**src/rtl/nfi_pkg.sv**
```systemverilog
// Purpose: shared constants and types of the nand fifo, word counter and event status block
// Assumes: 32-bit register bus with byte offsets, 100 MHz mclk
// Notes: strobe lengths are given directly in mclk cycles
package nfi_pkg;
    localparam int DATA_W = 32;
    localparam int ADDR_W = 8;

    localparam logic [7:0] OFS_STATUS = 8'h14;
    localparam logic [7:0] OFS_MASK = 8'h18;
    localparam logic [7:0] OFS_FIFO = 8'h1C;
    localparam logic [7:0] OFS_WORDS = 8'h20;
    localparam logic [7:0] OFS_CLEAR = 8'h24;
    localparam logic [7:0] OFS_TEST = 8'h28;

    // event flags 6..0 of the status register
    localparam int EVT_N = 7;
    localparam int EV_FLASH_RDY = 0;
    localparam int EV_STROBE_RDY = 1;
    localparam int EV_EMPTY_RDY = 2;
    localparam int EV_LOW = 3;
    localparam int EV_HIGH = 4;
    localparam int EV_FULL = 5;
    localparam int EV_ERR = 6;

    // live status levels
    localparam int ST_FLASH_RDY = 7;
    localparam int ST_STROBE_RDY = 8;
    localparam int ST_EMPTY = 9;
    localparam int ST_AEMPTY = 10;
    localparam int ST_AFULL = 11;
    localparam int ST_FULL = 12;
    localparam int ST_ERROR = 13;

    localparam logic [EVT_N-1:0] MASK_RESET = 7'h7F;
    localparam logic [DATA_W-1:0] WORDS_RESET = 32'h0000_0000;

    localparam int TEST_INVERT = 0;
    localparam int TEST_BLOCK = 1;
    localparam logic [1:0] TEST_RESET = 2'h0;

    localparam int FIFO_DEPTH = 36;
    localparam int CNT_W = 6;
    localparam logic [CNT_W-1:0] CNT_FULL = 6'h24;
    localparam logic [CNT_W-1:0] CNT_AFULL = 6'h20;
    localparam logic [CNT_W-1:0] CNT_HIGH_FROM = 6'h1F;
    localparam logic [CNT_W-1:0] CNT_AEMPTY = 6'h04;
    localparam logic [CNT_W-1:0] CNT_LOW_FROM = 6'h05;
    localparam logic [CNT_W-1:0] PTR_LAST = 6'h23;
    localparam logic [DATA_W-1:0] BURST_WORDS = 32'h0000_0020;

    // strobe length in mclk cycles
    localparam int STROBE_CFG_W = 5;
    localparam logic [5:0] STROBE_MIN = 6'h03;
    localparam logic [5:0] STROBE_MAX = 6'h21;

    typedef enum logic [2:0] {
        NFI_IDLE = 3'b001,
        NFI_STROBE = 3'b010,
        NFI_GAP = 3'b100
    } nfi_state_t;
endpackage

```
**src/rtl/nfi_top.sv**
```systemverilog
// Purpose: fifo, transfer word counter and event status part of a nand flash controller
// Assumes: inputs synchronous to mclk; flash ready already synchronised
// Notes: register bus is an APB-style slave with zero wait states
// Operation
// - strobe end with word counter just reaching zero sets event bit 2
// - every strobe end sets event bit 1
// - each strobe lasts 3 to 33 clocks, chosen by configuration
// - seven mask bits, 1 blocks the request, reset to 1
// - bus write to fifo port pushes one word
// - write while 36 words held and no word popped that cycle is dropped and flags fifo error
// - bus read of fifo port pops and returns one word
// - read while empty is ignored and flags fifo error
// - word counter zero disables transfer, non-zero means transfer running
// - writing 1 to clear bit n resets event flag n; 0 does nothing
// - test bit 1 blocks internal controller access to the fifo
// - test bit 0 inverts data at fifo input and output
// - fifo error locks the fifo until a fifo reset
`timescale 1ns/10ps
module nfi_top (
    input wire logic mclk,
    input wire logic reset_n,
    input wire logic psel,
    input wire logic penable,
    input wire logic pwrite,
    input wire logic [nfi_pkg::ADDR_W-1:0] paddr,
    input wire logic [nfi_pkg::DATA_W-1:0] pwdata,
    output logic [nfi_pkg::DATA_W-1:0] prdata,
    output logic pready,
    output logic pslverr,
    input wire logic fifo_clear,
    input wire logic xfer_write,
    input wire logic [nfi_pkg::STROBE_CFG_W-1:0] strobe_cfg,
    input wire logic flash_ready_sync,
    input wire logic [nfi_pkg::DATA_W-1:0] flash_rdata,
    output logic [nfi_pkg::DATA_W-1:0] flash_wdata,
    output logic rw_strobe_n,
    output logic words_busy,
    output logic nand_irq
);
    import nfi_pkg::*;

    // bus decode
    logic acc, bus_wr, bus_rd, mapped;
    logic bus_push, bus_pop, wr_mask, wr_words, wr_clear, wr_test;

    assign acc = psel && penable;
    assign bus_wr = acc && pwrite;
    assign bus_rd = acc && !pwrite;
    assign mapped = (paddr == OFS_STATUS) || (paddr == OFS_MASK) || (paddr == OFS_FIFO) ||
                    (paddr == OFS_WORDS) || (paddr == OFS_CLEAR) || (paddr == OFS_TEST);
    // zero wait states
    assign pready = 1'b1;
    // unmapped: error, no effect
    assign pslverr = acc && !mapped;
    assign bus_push = bus_wr && (paddr == OFS_FIFO);
    assign bus_pop = bus_rd && (paddr == OFS_FIFO);
    assign wr_mask = bus_wr && (paddr == OFS_MASK);
    assign wr_words = bus_wr && (paddr == OFS_WORDS);
    assign wr_clear = bus_wr && (paddr == OFS_CLEAR);
    assign wr_test = bus_wr && (paddr == OFS_TEST);

    // software registers
    logic [EVT_N-1:0] mask_reg, mask_next;
    logic [1:0] test_reg, test_next;
    logic [DATA_W-1:0] words_reg, words_next;
    logic block, invert;

    assign block = test_reg[TEST_BLOCK];
    assign invert = test_reg[TEST_INVERT];

    // fifo and buffer wiring
    logic [DATA_W-1:0] fifo_wdata, fifo_rdata, fifo_out;
    logic [CNT_W-1:0] fifo_cnt;
    logic fifo_err, fifo_locked, fifo_empty, fifo_full;
    logic int_push, int_pop, int_pop_cand;
    logic buf_in_valid, buf_in_ready, buf_out_valid, buf_out_ready;
    logic [DATA_W-1:0] buf_in_data, buf_out_data;

    // strobe engine
    nfi_state_t state_reg, state_next;
    logic [5:0] scnt_reg, scnt_next, strobe_len;
    logic strobe_n_reg, strobe_n_next;
    logic go, strobe_end;

    assign fifo_empty = (fifo_cnt == '0);
    assign fifo_full = (fifo_cnt == CNT_FULL);
    // inverted on both memory sides
    assign fifo_out = fifo_rdata ^ {DATA_W{invert}};

    // bus accesses win; the internal path waits
    // write: fifo to buffer; read: buffer to fifo
    assign int_pop_cand = xfer_write && !block && !bus_pop && !fifo_empty && !fifo_locked;
    assign int_pop = int_pop_cand && buf_in_ready;
    assign int_push = !xfer_write && !block && !bus_push && buf_out_valid && !fifo_full &&
                      !fifo_locked;
    assign fifo_wdata = (bus_push ? pwdata : buf_out_data) ^ {DATA_W{invert}};

    // each strobe end moves one word
    assign buf_in_valid = xfer_write ? int_pop_cand : strobe_end;
    assign buf_in_data = xfer_write ? fifo_out : flash_rdata;
    assign buf_out_ready = xfer_write ? strobe_end : int_push;

    nfi_fifo u_fifo (
        .mclk(mclk),
        .reset_n(reset_n),
        .clear(fifo_clear),
        .push(bus_push || int_push),
        .pop(bus_pop || int_pop),
        .wdata(fifo_wdata),
        .rdata(fifo_rdata),
        .count(fifo_cnt),
        .error_pulse(fifo_err),
        .locked(fifo_locked)
    );

    // absorbs a stall on either side
    nfi_buf u_buf (
        .mclk(mclk),
        .reset_n(reset_n),
        .flush(fifo_clear),
        .in_valid(buf_in_valid),
        .in_ready(buf_in_ready),
        .in_data(buf_in_data),
        .out_valid(buf_out_valid),
        .out_ready(buf_out_ready),
        .out_data(buf_out_data)
    );

    // strobe length clamped to the legal window
    always_comb begin
        strobe_len = STROBE_MIN + {1'b0, strobe_cfg};
        if (strobe_len > STROBE_MAX) begin
            strobe_len = STROBE_MAX;
        end
    end

    // a word moves only while the counter is non-zero and the far side can take it
    assign go = (words_reg != '0) && flash_ready_sync && !block &&
                (xfer_write ? buf_out_valid : buf_in_ready);
    assign strobe_end = (state_reg == NFI_STROBE) && (scnt_reg == 6'h00);

    always_comb begin
        state_next = state_reg;
        scnt_next = scnt_reg;
        case (state_reg)
            NFI_IDLE: begin
                if (go) begin
                    state_next = NFI_STROBE;
                    scnt_next = strobe_len - 6'h01;
                end
            end
            NFI_STROBE: begin
                if (scnt_reg == 6'h00) begin
                    state_next = NFI_GAP;
                end else begin
                    scnt_next = scnt_reg - 6'h01;
                end
            end
            // gap keeps strobes two cycles apart
            NFI_GAP: begin
                state_next = NFI_IDLE;
            end
            default: begin
                state_next = NFI_IDLE;
                scnt_next = 6'h00;
            end
        endcase
        // strobe level leaves a flop
        strobe_n_next = (state_next != NFI_STROBE);
    end

    always_ff @(posedge mclk or negedge reset_n) begin
        if (!reset_n) begin
            state_reg <= NFI_IDLE;
            scnt_reg <= 6'h00;
            strobe_n_reg <= 1'b1;
        end else begin
            state_reg <= state_next;
            scnt_reg <= scnt_next;
            strobe_n_reg <= strobe_n_next;
        end
    end

    assign rw_strobe_n = strobe_n_reg;
    assign flash_wdata = buf_out_data;

    // software register group
    always_comb begin
        mask_next = wr_mask ? pwdata[EVT_N-1:0] : mask_reg;
        test_next = wr_test ? pwdata[1:0] : test_reg;
        words_next = words_reg;
        // a bus write wins
        if (wr_words) begin
            words_next = pwdata;
        end else if (strobe_end && (words_reg != '0)) begin
            // zero never wraps on a mid-strobe abort
            words_next = words_reg - 32'h0000_0001;
        end
    end

    always_ff @(posedge mclk or negedge reset_n) begin
        if (!reset_n) begin
            mask_reg <= MASK_RESET;
            test_reg <= TEST_RESET;
            words_reg <= WORDS_RESET;
        end else begin
            mask_reg <= mask_next;
            test_reg <= test_next;
            words_reg <= words_next;
        end
    end

    assign words_busy = (words_reg != '0);

    // event detection
    logic fr_prev_reg, fr_prev_next;
    logic [CNT_W-1:0] cnt_prev_reg, cnt_prev_next;
    logic [EVT_N-1:0] ev, flag_reg, flag_next;
    logic irq_reg, irq_next;
    logic burst_left;

    // level events compare with last count
    assign burst_left = (words_reg > BURST_WORDS);
    assign cnt_prev_next = fifo_cnt;
    assign fr_prev_next = flash_ready_sync;

    always_comb begin
        ev = '0;
        ev[EV_FLASH_RDY] = flash_ready_sync && !fr_prev_reg;
        ev[EV_STROBE_RDY] = strobe_end;
        // a same-cycle counter write ends no burst
        ev[EV_EMPTY_RDY] = strobe_end && (words_reg == 32'h0000_0001) && !wr_words;
        ev[EV_LOW] = ((fifo_cnt == '0) && (cnt_prev_reg != '0)) ||
                     ((fifo_cnt == CNT_AEMPTY) && (cnt_prev_reg == CNT_LOW_FROM) && burst_left);
        ev[EV_HIGH] = ((fifo_cnt == CNT_FULL) && (cnt_prev_reg != CNT_FULL)) ||
                      ((fifo_cnt == CNT_AFULL) && (cnt_prev_reg == CNT_HIGH_FROM) && burst_left);
        ev[EV_FULL] = (fifo_cnt == CNT_FULL) && (cnt_prev_reg != CNT_FULL);
        ev[EV_ERR] = fifo_err;
    end

    // set wins over a write-one clear in the same cycle
    genvar gi;
    generate
        for (gi = 0; gi < EVT_N; gi = gi + 1) begin : g_flag
            assign flag_next[gi] = ev[gi] || (flag_reg[gi] && !(wr_clear && pwdata[gi]));
        end
    endgenerate

    // next values keep the request with its flag
    assign irq_next = |(flag_next & ~mask_next);

    always_ff @(posedge mclk or negedge reset_n) begin
        if (!reset_n) begin
            // ready idles high: no false edge after reset
            fr_prev_reg <= 1'b1;
            cnt_prev_reg <= '0;
            flag_reg <= '0;
            irq_reg <= 1'b0;
        end else begin
            fr_prev_reg <= fr_prev_next;
            cnt_prev_reg <= cnt_prev_next;
            flag_reg <= flag_next;
            irq_reg <= irq_next;
        end
    end

    assign nand_irq = irq_reg;

    // read mux
    logic [DATA_W-1:0] status_word;

    always_comb begin
        status_word = '0;
        status_word[EVT_N-1:0] = flag_reg;
        status_word[ST_FLASH_RDY] = flash_ready_sync;
        status_word[ST_STROBE_RDY] = strobe_n_reg;
        status_word[ST_EMPTY] = fifo_empty;
        status_word[ST_AEMPTY] = (fifo_cnt <= CNT_AEMPTY);
        status_word[ST_AFULL] = (fifo_cnt >= CNT_AFULL);
        status_word[ST_FULL] = fifo_full;
        status_word[ST_ERROR] = fifo_locked;
    end

    // clear and test read as zero
    always_comb begin
        prdata = '0;
        if (bus_rd) begin
            case (paddr)
                OFS_STATUS: prdata = status_word;
                OFS_MASK: prdata = {{(DATA_W-EVT_N){1'b0}}, mask_reg};
                // empty or locked reads zero
                OFS_FIFO: prdata = (fifo_empty || fifo_locked) ? '0 : fifo_out;
                OFS_WORDS: prdata = words_reg;
                default: prdata = '0;
            endcase
        end
    end
endmodule // nfi_top

```
**src/rtl/nfi_fifo.sv**
```systemverilog
// Purpose: 36-word data fifo with overflow/underflow lock
// Assumes: push and pop may arrive unqualified; full, empty and lock are checked here
// Notes: the lock is left only through clear or reset_n
`timescale 1ns/10ps
module nfi_fifo (
    input wire logic mclk,
    input wire logic reset_n,
    input wire logic clear,
    input wire logic push,
    input wire logic pop,
    input wire logic [nfi_pkg::DATA_W-1:0] wdata,
    output logic [nfi_pkg::DATA_W-1:0] rdata,
    output logic [nfi_pkg::CNT_W-1:0] count,
    output logic error_pulse,
    output logic locked
);
    import nfi_pkg::*;

    logic [DATA_W-1:0] mem [0:FIFO_DEPTH-1];
    logic [CNT_W-1:0] wptr_reg, wptr_next;
    logic [CNT_W-1:0] rptr_reg, rptr_next;
    logic [CNT_W-1:0] cnt_reg, cnt_next;
    logic lock_reg, lock_next;
    logic full, empty, push_ok, pop_ok, err;

    assign full = (cnt_reg == CNT_FULL);
    assign empty = (cnt_reg == '0);
    assign pop_ok = pop && !empty && !lock_reg;
    assign push_ok = push && !lock_reg && (!full || pop_ok);
    assign err = !lock_reg && ((push && full && !pop_ok) || (pop && empty));

    always_comb begin
        wptr_next = wptr_reg;
        rptr_next = rptr_reg;
        cnt_next = cnt_reg;
        lock_next = lock_reg || err;
        if (push_ok) begin
            wptr_next = (wptr_reg == PTR_LAST) ? '0 : wptr_reg + 6'h01;
        end
        if (pop_ok) begin
            rptr_next = (rptr_reg == PTR_LAST) ? '0 : rptr_reg + 6'h01;
        end
        if (push_ok && !pop_ok) begin
            cnt_next = cnt_reg + 6'h01;
        end else if (pop_ok && !push_ok) begin
            cnt_next = cnt_reg - 6'h01;
        end
        if (clear) begin
            wptr_next = '0;
            rptr_next = '0;
            cnt_next = '0;
            lock_next = 1'b0;
        end
    end

    always_ff @(posedge mclk or negedge reset_n) begin
        if (!reset_n) begin
            wptr_reg <= '0;
            rptr_reg <= '0;
            cnt_reg <= '0;
            lock_reg <= 1'b0;
        end else begin
            wptr_reg <= wptr_next;
            rptr_reg <= rptr_next;
            cnt_reg <= cnt_next;
            lock_reg <= lock_next;
        end
    end

    always_ff @(posedge mclk) begin
        if (push_ok && !clear) begin
            mem[wptr_reg] <= wdata;
        end
    end

    assign rdata = mem[rptr_reg];
    assign count = cnt_reg;
    assign error_pulse = err && !clear;
    assign locked = lock_reg;
endmodule // nfi_fifo

```
**src/rtl/nfi_buf.sv**
```systemverilog
// Purpose: two-entry buffer between the fifo and the flash strobe engine
// Assumes: one clock, valid/ready on both sides
// Notes: out_data always comes from the head flop
`timescale 1ns/10ps
module nfi_buf (
    input wire logic mclk,
    input wire logic reset_n,
    input wire logic flush,
    input wire logic in_valid,
    output logic in_ready,
    input wire logic [nfi_pkg::DATA_W-1:0] in_data,
    output logic out_valid,
    input wire logic out_ready,
    output logic [nfi_pkg::DATA_W-1:0] out_data
);
    import nfi_pkg::*;

    logic [DATA_W-1:0] e0_reg, e0_next, e1_reg, e1_next;
    logic [1:0] cnt_reg, cnt_next, cnt_left;
    logic take, give;

    assign in_ready = (cnt_reg != 2'h2);
    assign out_valid = (cnt_reg != 2'h0);
    assign take = in_valid && in_ready;
    assign give = out_valid && out_ready;
    assign cnt_left = cnt_reg - {1'b0, give};

    always_comb begin
        e0_next = e0_reg;
        e1_next = e1_reg;
        if (give) begin
            e0_next = e1_reg;
        end
        if (take) begin
            if (cnt_left == 2'h0) begin
                e0_next = in_data;
            end else begin
                e1_next = in_data;
            end
        end
        cnt_next = flush ? 2'h0 : cnt_left + {1'b0, take};
    end

    always_ff @(posedge mclk or negedge reset_n) begin
        if (!reset_n) begin
            e0_reg <= '0;
            e1_reg <= '0;
            cnt_reg <= 2'h0;
        end else begin
            e0_reg <= e0_next;
            e1_reg <= e1_next;
            cnt_reg <= cnt_next;
        end
    end

    assign out_data = e0_reg;
endmodule // nfi_buf

```
**config.mk**
```make
export PLATFORM = sky130hd
export DESIGN_NAME = nfi_top
export DESIGN_NICKNAME = d
export VERILOG_FILES = /design/src/rtl/nfi_pkg.sv /design/src/rtl/nfi_top.sv /design/src/rtl/nfi_fifo.sv /design/src/rtl/nfi_buf.sv
export SDC_FILE = /design/constraint.sdc
export NUM_CORES = 1
export LEC_CHECK = 0
export BUFFER_PORTS_ARGS = -buffer_cell sky130_fd_sc_hd__buf_2
export CAP_MARGIN = 5
export CORE_MARGIN = 2
export CORE_UTILIZATION = 35
export DETAILED_ROUTE_END_ITERATION = 7
export GPL_ROUTABILITY_DRIVEN = 0
export PLACE_DENSITY = 0.47
export SYNTH_ARGS = -nofsm -noshare
export SYNTH_HDL_FRONTEND = slang
export SYNTH_HIERARCHICAL = 1
export SYNTH_SLANG_ARGS = --single-unit
```
**constraint.sdc**
```tcl
create_clock -name mclk -period 7.4 [get_ports mclk]
set_input_delay 1.48 -clock mclk [delete_from_list [all_inputs] [get_ports mclk]]
set_output_delay 1.48 -clock mclk [all_outputs]
set_load 0.005 [all_outputs]
```
==> results of run 1 <==
==> cells in the mapped netlist (7+ instances only) <==
cell / count
edfxtp_1: 1152
mux4_2: 258
nand2_1: 168
nor2_1: 161
dfrtp_1: 141
mux2i_1: 118
clkbuf_1: 77
o22ai_1: 63
buf_2: 52
xor2_1: 51
o21ai_0: 50
a21oi_1: 49
xnor2_1: 47
a31oi_1: 44
mux2_2: 39
a22oi_1: 31
mux2_4: 30
inv_1: 28
nand3_1: 28
a211oi_1: 23
o41ai_1: 23
nor2b_1: 22
o221ai_1: 22
buf_4: 21
nand2b_1: 19
or3_1: 18
nor3_1: 16
ha_1: 13
nor4_1: 12
and2_1: 11
dfstp_2: 10
a22o_1: 9
nand4_1: 9
a222oi_1: 8
buf_1: 8
a21o_1: 7
buf_6: 7
==> cells by family (layout without fill, tap and decap cells) <==
family	after synthesis	in the layout	synth area share, %
adders and majority gates	14	14	0.3403
AOI/OAI and AO/OA	397	397	5.275
DFF	1303	1303	71.51
and+or+nand+nor	514	514	4.662
buffers and inverters	200	553	1.862
muxes	448	448	14.75
xor gates and xnor gates	98	98	1.599
other	1	2	0.006986
==> routing by layer <==
layer	wire length, um	global-route usage, %
met5	0	0
met4	3590	5.459
met3	8779	3.588
met2	71660	31.04
met1	65180	26.03
==> worst reg2reg max path, cell delays in order (launching register included) <==
cell and delay (ns):
dfrtp_1 0.61, nand2_1 0.20, nor2_1 0.12, or4b_2 0.68, o21ai_0 0.48, nand2b_1 0.24
nor4_1 0.91, nand2_1 0.74, nor2_4 1.10
==> area by class of cell <==
class | count | area (sq um) | share of cell area, %
flip-flops and latches | 1303 | 38400 | 61.93
clock buffers | 169 | 3622 | 5.842
clock inverters | 77 | 705.7 | 1.138
repair buffers | 278 | 1813 | 2.924
diodes | 1 | 2.502 | 0.004036
multi-input cells | 1472 | 14810 | 23.89
well taps | 2030 | 2540 | 4.096
inverters | 29 | 108.9 | 0.1756
==> power by group <==
group          internal [mW]  leakage, nW  switching, mW  total, mW
combinational           1.59         5.65           2.71       4.30
clock                   3.81         2.12           2.86       6.67
sequential              9.27         12.0          0.336       9.60
==> final timing paths <==
kind / endpoint
setup / recovery: prdata[7]
setup reg to reg: u_fifo/mem[3][17]
max in group asynchronous: u_buf/out_data[21]
min in group asynchronous: flag_reg[5]
hold / removal: u_buf/e1_reg[0]
hold reg to reg: u_buf/e1_reg[0]
==> qor_table.md, run 1 <==
| Item | Reported | Unit |
|---|---|---|
| Clock latency of the later-clocked register in the worst-skew pair | 0.78 | ns |
| Flop-to-flop setup slack | 1.88 | ns |
| Cells after Synth | 2975 | - |
| Vias/cell | 5.457 | - |
| Utilization of the core after routing | 40.77 | % |
| Class of the most critical hold timing path | reg2reg | - |
| Remaining routing DRC violations | 0 | - |
| Placed Area | 57680 | sq um |
| Worst setup startpoint | u_fifo/rptr_reg[0] | - |
| WHS | 0.4967 | ns |
| Proportion of synthesized flip-flops having asynchronous set or reset | 11.59 | % |
| Setup violators final | 0 | - |
| Startpoint of the lowest-slack hold path | u_buf/e1_reg[0] | - |
| Buffers and inverters on the worst path | 2 | - |
| Slowest-stage cell, CP | a211oi_1 | - |
| Setup TNS | 0 | ns |
| Hold-fix buffer count after cts | 0 | - |
| Leading post-synthesis cells by cell area | edfxtp_1 (64%), mux4_2 (11%), dfrtp_1 (6.6%), mux2i_1 (2.2%), nand2_1 (1.2%) | - |
| P per Cell Area | 331.7 | nW/um^2 |
| Number of flip-flops and latches in the synthesized netlist | 1303 | - |
| Area delta synth->final | 15.52 | % |
| Net count reported at finish | 3321 | - |
| Commonest non-fill, non-tap cell in the layout | edfxtp_1 | - |
| Number of different library cells in the post-synthesis netlist | 93 | - |
| Count of flip-flops with a built-in enable after synthesis | 1152 | - |
| Share of the synthesized area in the top cell type | 64.45 | % |
| Top register by number of flip-flops | u_fifo/mem | - |
| All-layer global routing usage | 19.03 | % |
| Clock sink total | 1303 | - |
| Flip-flop count of the largest register after layout | 1152 | - |
| Count of cells resized by post-cts repair | 0 | - |
| Most Frequent Cell on Critical Path | nand2_1 | - |
| Number of optimization iterations in the first detailed-route pass | 7 | - |
| Fmax achieved | 0.1537 | GHz |
| Hpwl dp | 95110 | um |
| Leftover overflow at the end of global routing | 0 | - |
| Share of post-route cells with drive strength above 1 | 27.40 | % |
| Number of post-CTS setup repair buffers | 0 | - |
| Setup Skew | 0.02867 | ns |
| DRC violation total after the first TritonRoute iteration | 2300 | - |
| CP Data Arrival Time | 5.03 | ns |
| Number of cells in the design after placement | 5112 | - |
| Number of global-route vias before repair | 30430 | - |
| H-tree depth reported by CTS | 4 | - |
| Classification of the worst setup path | reg2out | - |
| Worst reg2reg startpoint | u_fifo/count[5] | - |
| Data required time of the critical path | 5.92 | ns |
| Detailed-route via count | 29250 | - |
| Pins over their slew limit | 0 | - |
| CTS tree | done | - |
| Max IR drop VDD | 157.8 | uV |
| Setup repair after global routing missed its margin | false | - |
| Final setup margin | 0.8949 | ns |
| Number of fillers in the final layout | 13550 | - |
| Pin count of the biggest net entering global routing | 87 | - |
| Net count after synthesis | 3074 | - |
| Post-detailed-route wirelength per cell | 27.84 | um |
| Final worst path period share | 87.91 | % |
| Placeable Area | 152100 | sq um |
| Depth of the worst register-to-register path | 8 | - |
| Worst Max-Slew Pin Slew | 1.265 | ns |
| Largest stage delay, worst path | 0.93 | ns |
| Width of the die | 395.6 | um |
| Combined area of all synthesized cells | 53680 | sq um |
| Global-route wire length before repair | 217300 | um |
| Area of all placed cells without fillers | 62010 | sq um |
| Final hold viol count | 0 | - |
| Die ar. | 156500 | sq um |
| Primary flip-flop cell chosen by synthesis mapping | edfxtp_1 | - |
| Number of antenna violations at the first check in global routing | 1 | - |
| Biggest fanout along the worst timing path | 28 | - |
| Critical path startpoint category | flip-flop | - |
| Top cell type by total area after synthesis | edfxtp_1 | - |
| DP Worst Slack | 0.9648 | ns |
| Final WL | 149200 | um |
| Cell family with most CP delay | compound AO/OA/AOI/OAI gates | - |
| Number of non-filler instances in the completed layout | 5359 | - |
| Register area share after synthesis | 71.51 | % |
| Maximum number of buffers from clock root to sink | 3 | - |
| LEAKAGE | 19.78 | nW |
| Worst Hold Depth | 1 | - |
| Post-route total power | 20.57 | mW |
| Crit path time final | 6.505 | ns |
| Commonest cells after routing, fill and taps aside | edfxtp_1 (1152), mux4_2 (258), nand2_1 (168), buf_2 (151), clkbuf_16 (140) | - |
| Critical Path, Cell by Cell | and2_1 > nand2_1 > buf_4 > o221ai_1 > a211oi_1 > o41ai_1 > xor2_1 > nand2_1 > a21oi_1 > buf_2 | - |
| Total CTS buffers | 138 | - |
| I/O pin total | 154 | - |
| Number of logic stages on the critical path including buffering | 10 | - |
| Avg Inst Size Synth | 18.04 | sq um |
| Max-Cap Viols | 0 | - |
| Routed Antenna Nets | 0 | - |
| Outcome | completed | - |
| IO buf count | 152 | - |
| Slew headroom | 15.43 | % |
| Kind of capture point of the worst setup path | primary output | - |
| Master cell of the clock root buffer | clkbuf_16 | - |
| Vert. Die Dim | 395.6 | um |
| Yosys warnings | 6 | - |
| Number of placement rows | 143 | - |
| Clock transition at the register clock pins on the worst setup and hold paths after CTS | 0.06 | ns |
| Initial Util | 35.29 | % |
(Power assumes the default switching activity.)
==> run 2: changes to the inputs <==
--- a/config.mk
+++ b/config.mk
@@ -11,6 +11,7 @@
 export CORE_UTILIZATION = 35
 export DETAILED_ROUTE_END_ITERATION = 7
 export GPL_ROUTABILITY_DRIVEN = 0
+export GPL_TIMING_DRIVEN = 0
 export PLACE_DENSITY = 0.47
 export SYNTH_ARGS = -nofsm -noshare
 export SYNTH_HDL_FRONTEND = slang
==> qor_table.md, run 2 (synthesis results as in run 1) <==
| Item | Reported | Unit | Change |
|---|---|---|---|
| Total CTS buffers | 144 | - | +4.3% |
| Global-route wire length before repair | 230100 | um | +5.9% |
| H-tree depth reported by CTS | 4 | - | unchanged |
| Pins over their slew limit | 0 | - | unchanged |
| Die ar. | 156500 | sq um | unchanged |
| Commonest non-fill, non-tap cell in the layout | edfxtp_1 | - |  |
| Pin count of the biggest net entering global routing | 83 | - | -4.6% |
| Placeable Area | 152100 | sq um | unchanged |
| Commonest cells after routing, fill and taps aside | edfxtp_1 (1152), mux4_2 (258), buf_2 (204), nand2_1 (168), clkbuf_16 (146) | - |  |
| Post-route total power | 21.21 | mW | +3.1% |
| Final hold viol count | 0 | - | unchanged |
| Number of global-route vias before repair | 31020 | - | +1.9% |
| Largest stage delay, worst path | 0.95 | ns | +0.02 ns |
| Count of cells resized by post-cts repair | 0 | - | unchanged |
| Hold-fix buffer count after cts | 0 | - | unchanged |
| Post-detailed-route wirelength per cell | 29.49 | um | +5.9% |
| Setup violators final | 0 | - | unchanged |
| Worst Max-Slew Pin Slew | 1.375 | ns | +0.1094 ns |
| Class of the most critical hold timing path | reg2reg | - |  |
| Buffers and inverters on the worst path | 3 | - | +1 |
| Cell family with most CP delay | buffers and inverters | - |  |
| Classification of the worst setup path | reg2out | - |  |
| Maximum number of buffers from clock root to sink | 3 | - | unchanged |
| Most Frequent Cell on Critical Path | buf_2 | - |  |
| Flop-to-flop setup slack | 1.98 | ns | +0.10 ns |
| Number of fillers in the final layout | 13590 | - | +0.32% |
| Crit path time final | 6.931 | ns | +0.4259 ns |
| Final WL | 162100 | um | +8.6% |
| Number of antenna violations at the first check in global routing | 3 | - | +2 |
| Area delta synth->final | 18.12 | % |  |
| P per Cell Area | 334.5 | nW/um^2 | +0.82% |
| Max IR drop VDD | 255.9 | uV | +62% |
| Critical path startpoint category | flip-flop | - |  |
| Width of the die | 395.6 | um | unchanged |
| Final setup margin | 0.4689 | ns | -0.4259 ns |
| CP Data Arrival Time | 5.45 | ns | +0.42 ns |
| IO buf count | 152 | - | unchanged |
| I/O pin total | 154 | - | unchanged |
| Slew headroom | 8.145 | % | -7.3 points |
| Kind of capture point of the worst setup path | primary output | - |  |
| Vert. Die Dim | 395.6 | um | unchanged |
| Hpwl dp | 116900 | um | +23% |
| Clock latency of the later-clocked register in the worst-skew pair | 0.78 | ns | about the same |
| LEAKAGE | 20.37 | nW | +2.9% |
| Routed Antenna Nets | 0 | - | unchanged |
| Clock sink total | 1303 | - | unchanged |
| Slowest-stage cell, CP | a211oi_1 | - |  |
| All-layer global routing usage | 20.58 | % | +1.5 points |
| DP Worst Slack | 0.1271 | ns | -0.8377 ns |
| Share of post-route cells with drive strength above 1 | 27.19 | % | -0.21 points |
| Area of the multi-input gates | 14810 | sq um | about the same |
| Number of post-CTS setup repair buffers | 0 | - | unchanged |
| Clock transition at the register clock pins on the worst setup and hold paths after CTS | 0.06 | ns | about the same |
| Initial Util | 35.29 | % | unchanged |
| Critical Path, Cell by Cell | buf_2 > clkbuf_1 > mux4_2 > mux2i_1 > nor2_1 > a211oi_1 > o41ai_1 > xor2_1 > nand2_1 > a21oi_1 > buf_2 | - |  |
| Setup Skew | 0.02684 | ns | -0.001828 ns |
| Final worst path period share | 93.66 | % | +5.8 points |
| Max-Cap Viols | 0 | - | unchanged |
| Number of placement rows | 143 | - | unchanged |
| Data required time of the critical path | 5.92 | ns | about the same |
| Remaining routing DRC violations | 0 | - | unchanged |
| Net count reported at finish | 3449 | - | +3.9% |
| Detailed-route via count | 30310 | - | +3.6% |
| Outcome | completed | - |  |
| Number of optimization iterations in the first detailed-route pass | 8 | - | +1 |
| Biggest fanout along the worst timing path | 10 | - | -64% |
| DRC violation total after the first TritonRoute iteration | 3199 | - | +39% |
| Fmax achieved | 0.1443 | GHz | -6.1% |
| WHS | 0.4933 | ns | -0.003451 ns |
| Top register by number of flip-flops | u_fifo/mem | - |  |
| CTS tree | done | - |  |
| Flip-flop count of the largest register after layout | 1152 | - | unchanged |
| Leftover overflow at the end of global routing | 0 | - | unchanged |
| Sequential cell area | 38380 | sq um | about the same |
| Master cell of the clock root buffer | clkbuf_16 | - |  |
| Vias/cell | 5.514 | - | +1.0% |
| Setup repair after global routing missed its margin | false | - |  |
-- run 2: layer usage --
layer / global-route usage (%) / share of wire, %
met5: 0 / 0
met4: 6.023 / 2.6
met3: 3.444 / 5.7
met2: 34.80 / 50
met1: 27.28 / 42
-- run 2: worst paths after layout --
| check | startpoint | end | depth (start not counted) |
|---|---|---|---|
| setup / recovery | u_fifo/rptr_reg[1] | prdata[5] | 11 |
| hold / removal | u_buf/e1_reg[31] | u_buf/e1_reg[31] | 1 |
| setup reg to reg | u_fifo/count[0] | u_fifo/mem[31][1] | 9 |
| hold reg to reg | u_buf/e1_reg[31] | u_buf/e1_reg[31] | 1 |
| max in group asynchronous | reset_n | state_reg[0] | 2 |
| min in group asynchronous | reset_n | flag_reg[5] | 1 |
-- run 2: stage by stage --
step / util (%) / cell area [sq um] / instances / setup TNS, ns
after floorplan: - / 53680 / 2975 / 0
after global placement: 37.47 / 56980 / 5157 / -1527.48
after detailed placement: 38.69 / 58840 / 5233 / 0
after CTS: 41.67 / 63370 / 5493 / 0
after global routing: 41.68 / 63390 / 5494 / 0
final: 41.69 / 63400 / 5497 / 0
-- run 2: final cells by class --
type                            count  share of cell area, %
Sequential cell                  1303                  60.54
Multi-Input combinational cell   1472                  23.36
Clock buffer                      194                  6.094
Tap cell                         2030                  4.006
Timing Repair Buffer              229                  3.349
Buffer                            171                  1.407
Clock inverter                     66                  1.058
Inverter                           29                 0.1717
Antenna cell                        3                0.01184
-- run 2: where the power goes --
part / switching [mW] / total, mW / internal (mW)
combinational: 2.97 / 4.77 / 1.80
clock: 2.95 / 6.89 / 3.94
sequential: 0.285 / 9.55 / 9.26
total: 6.20 / 21.2 / 15.0
-- run 2: worst reg2reg max path: stages, from the launching register on --
cell	delay, ns
dfrtp_1	0.53
or4_1	0.24
nor2_1	0.11
or4b_2	0.63
o21ai_0	0.50
nand2b_1	0.35
nor4_1	0.68
nand3_1	0.81
nor2_4	1.02
buf_16	0.25
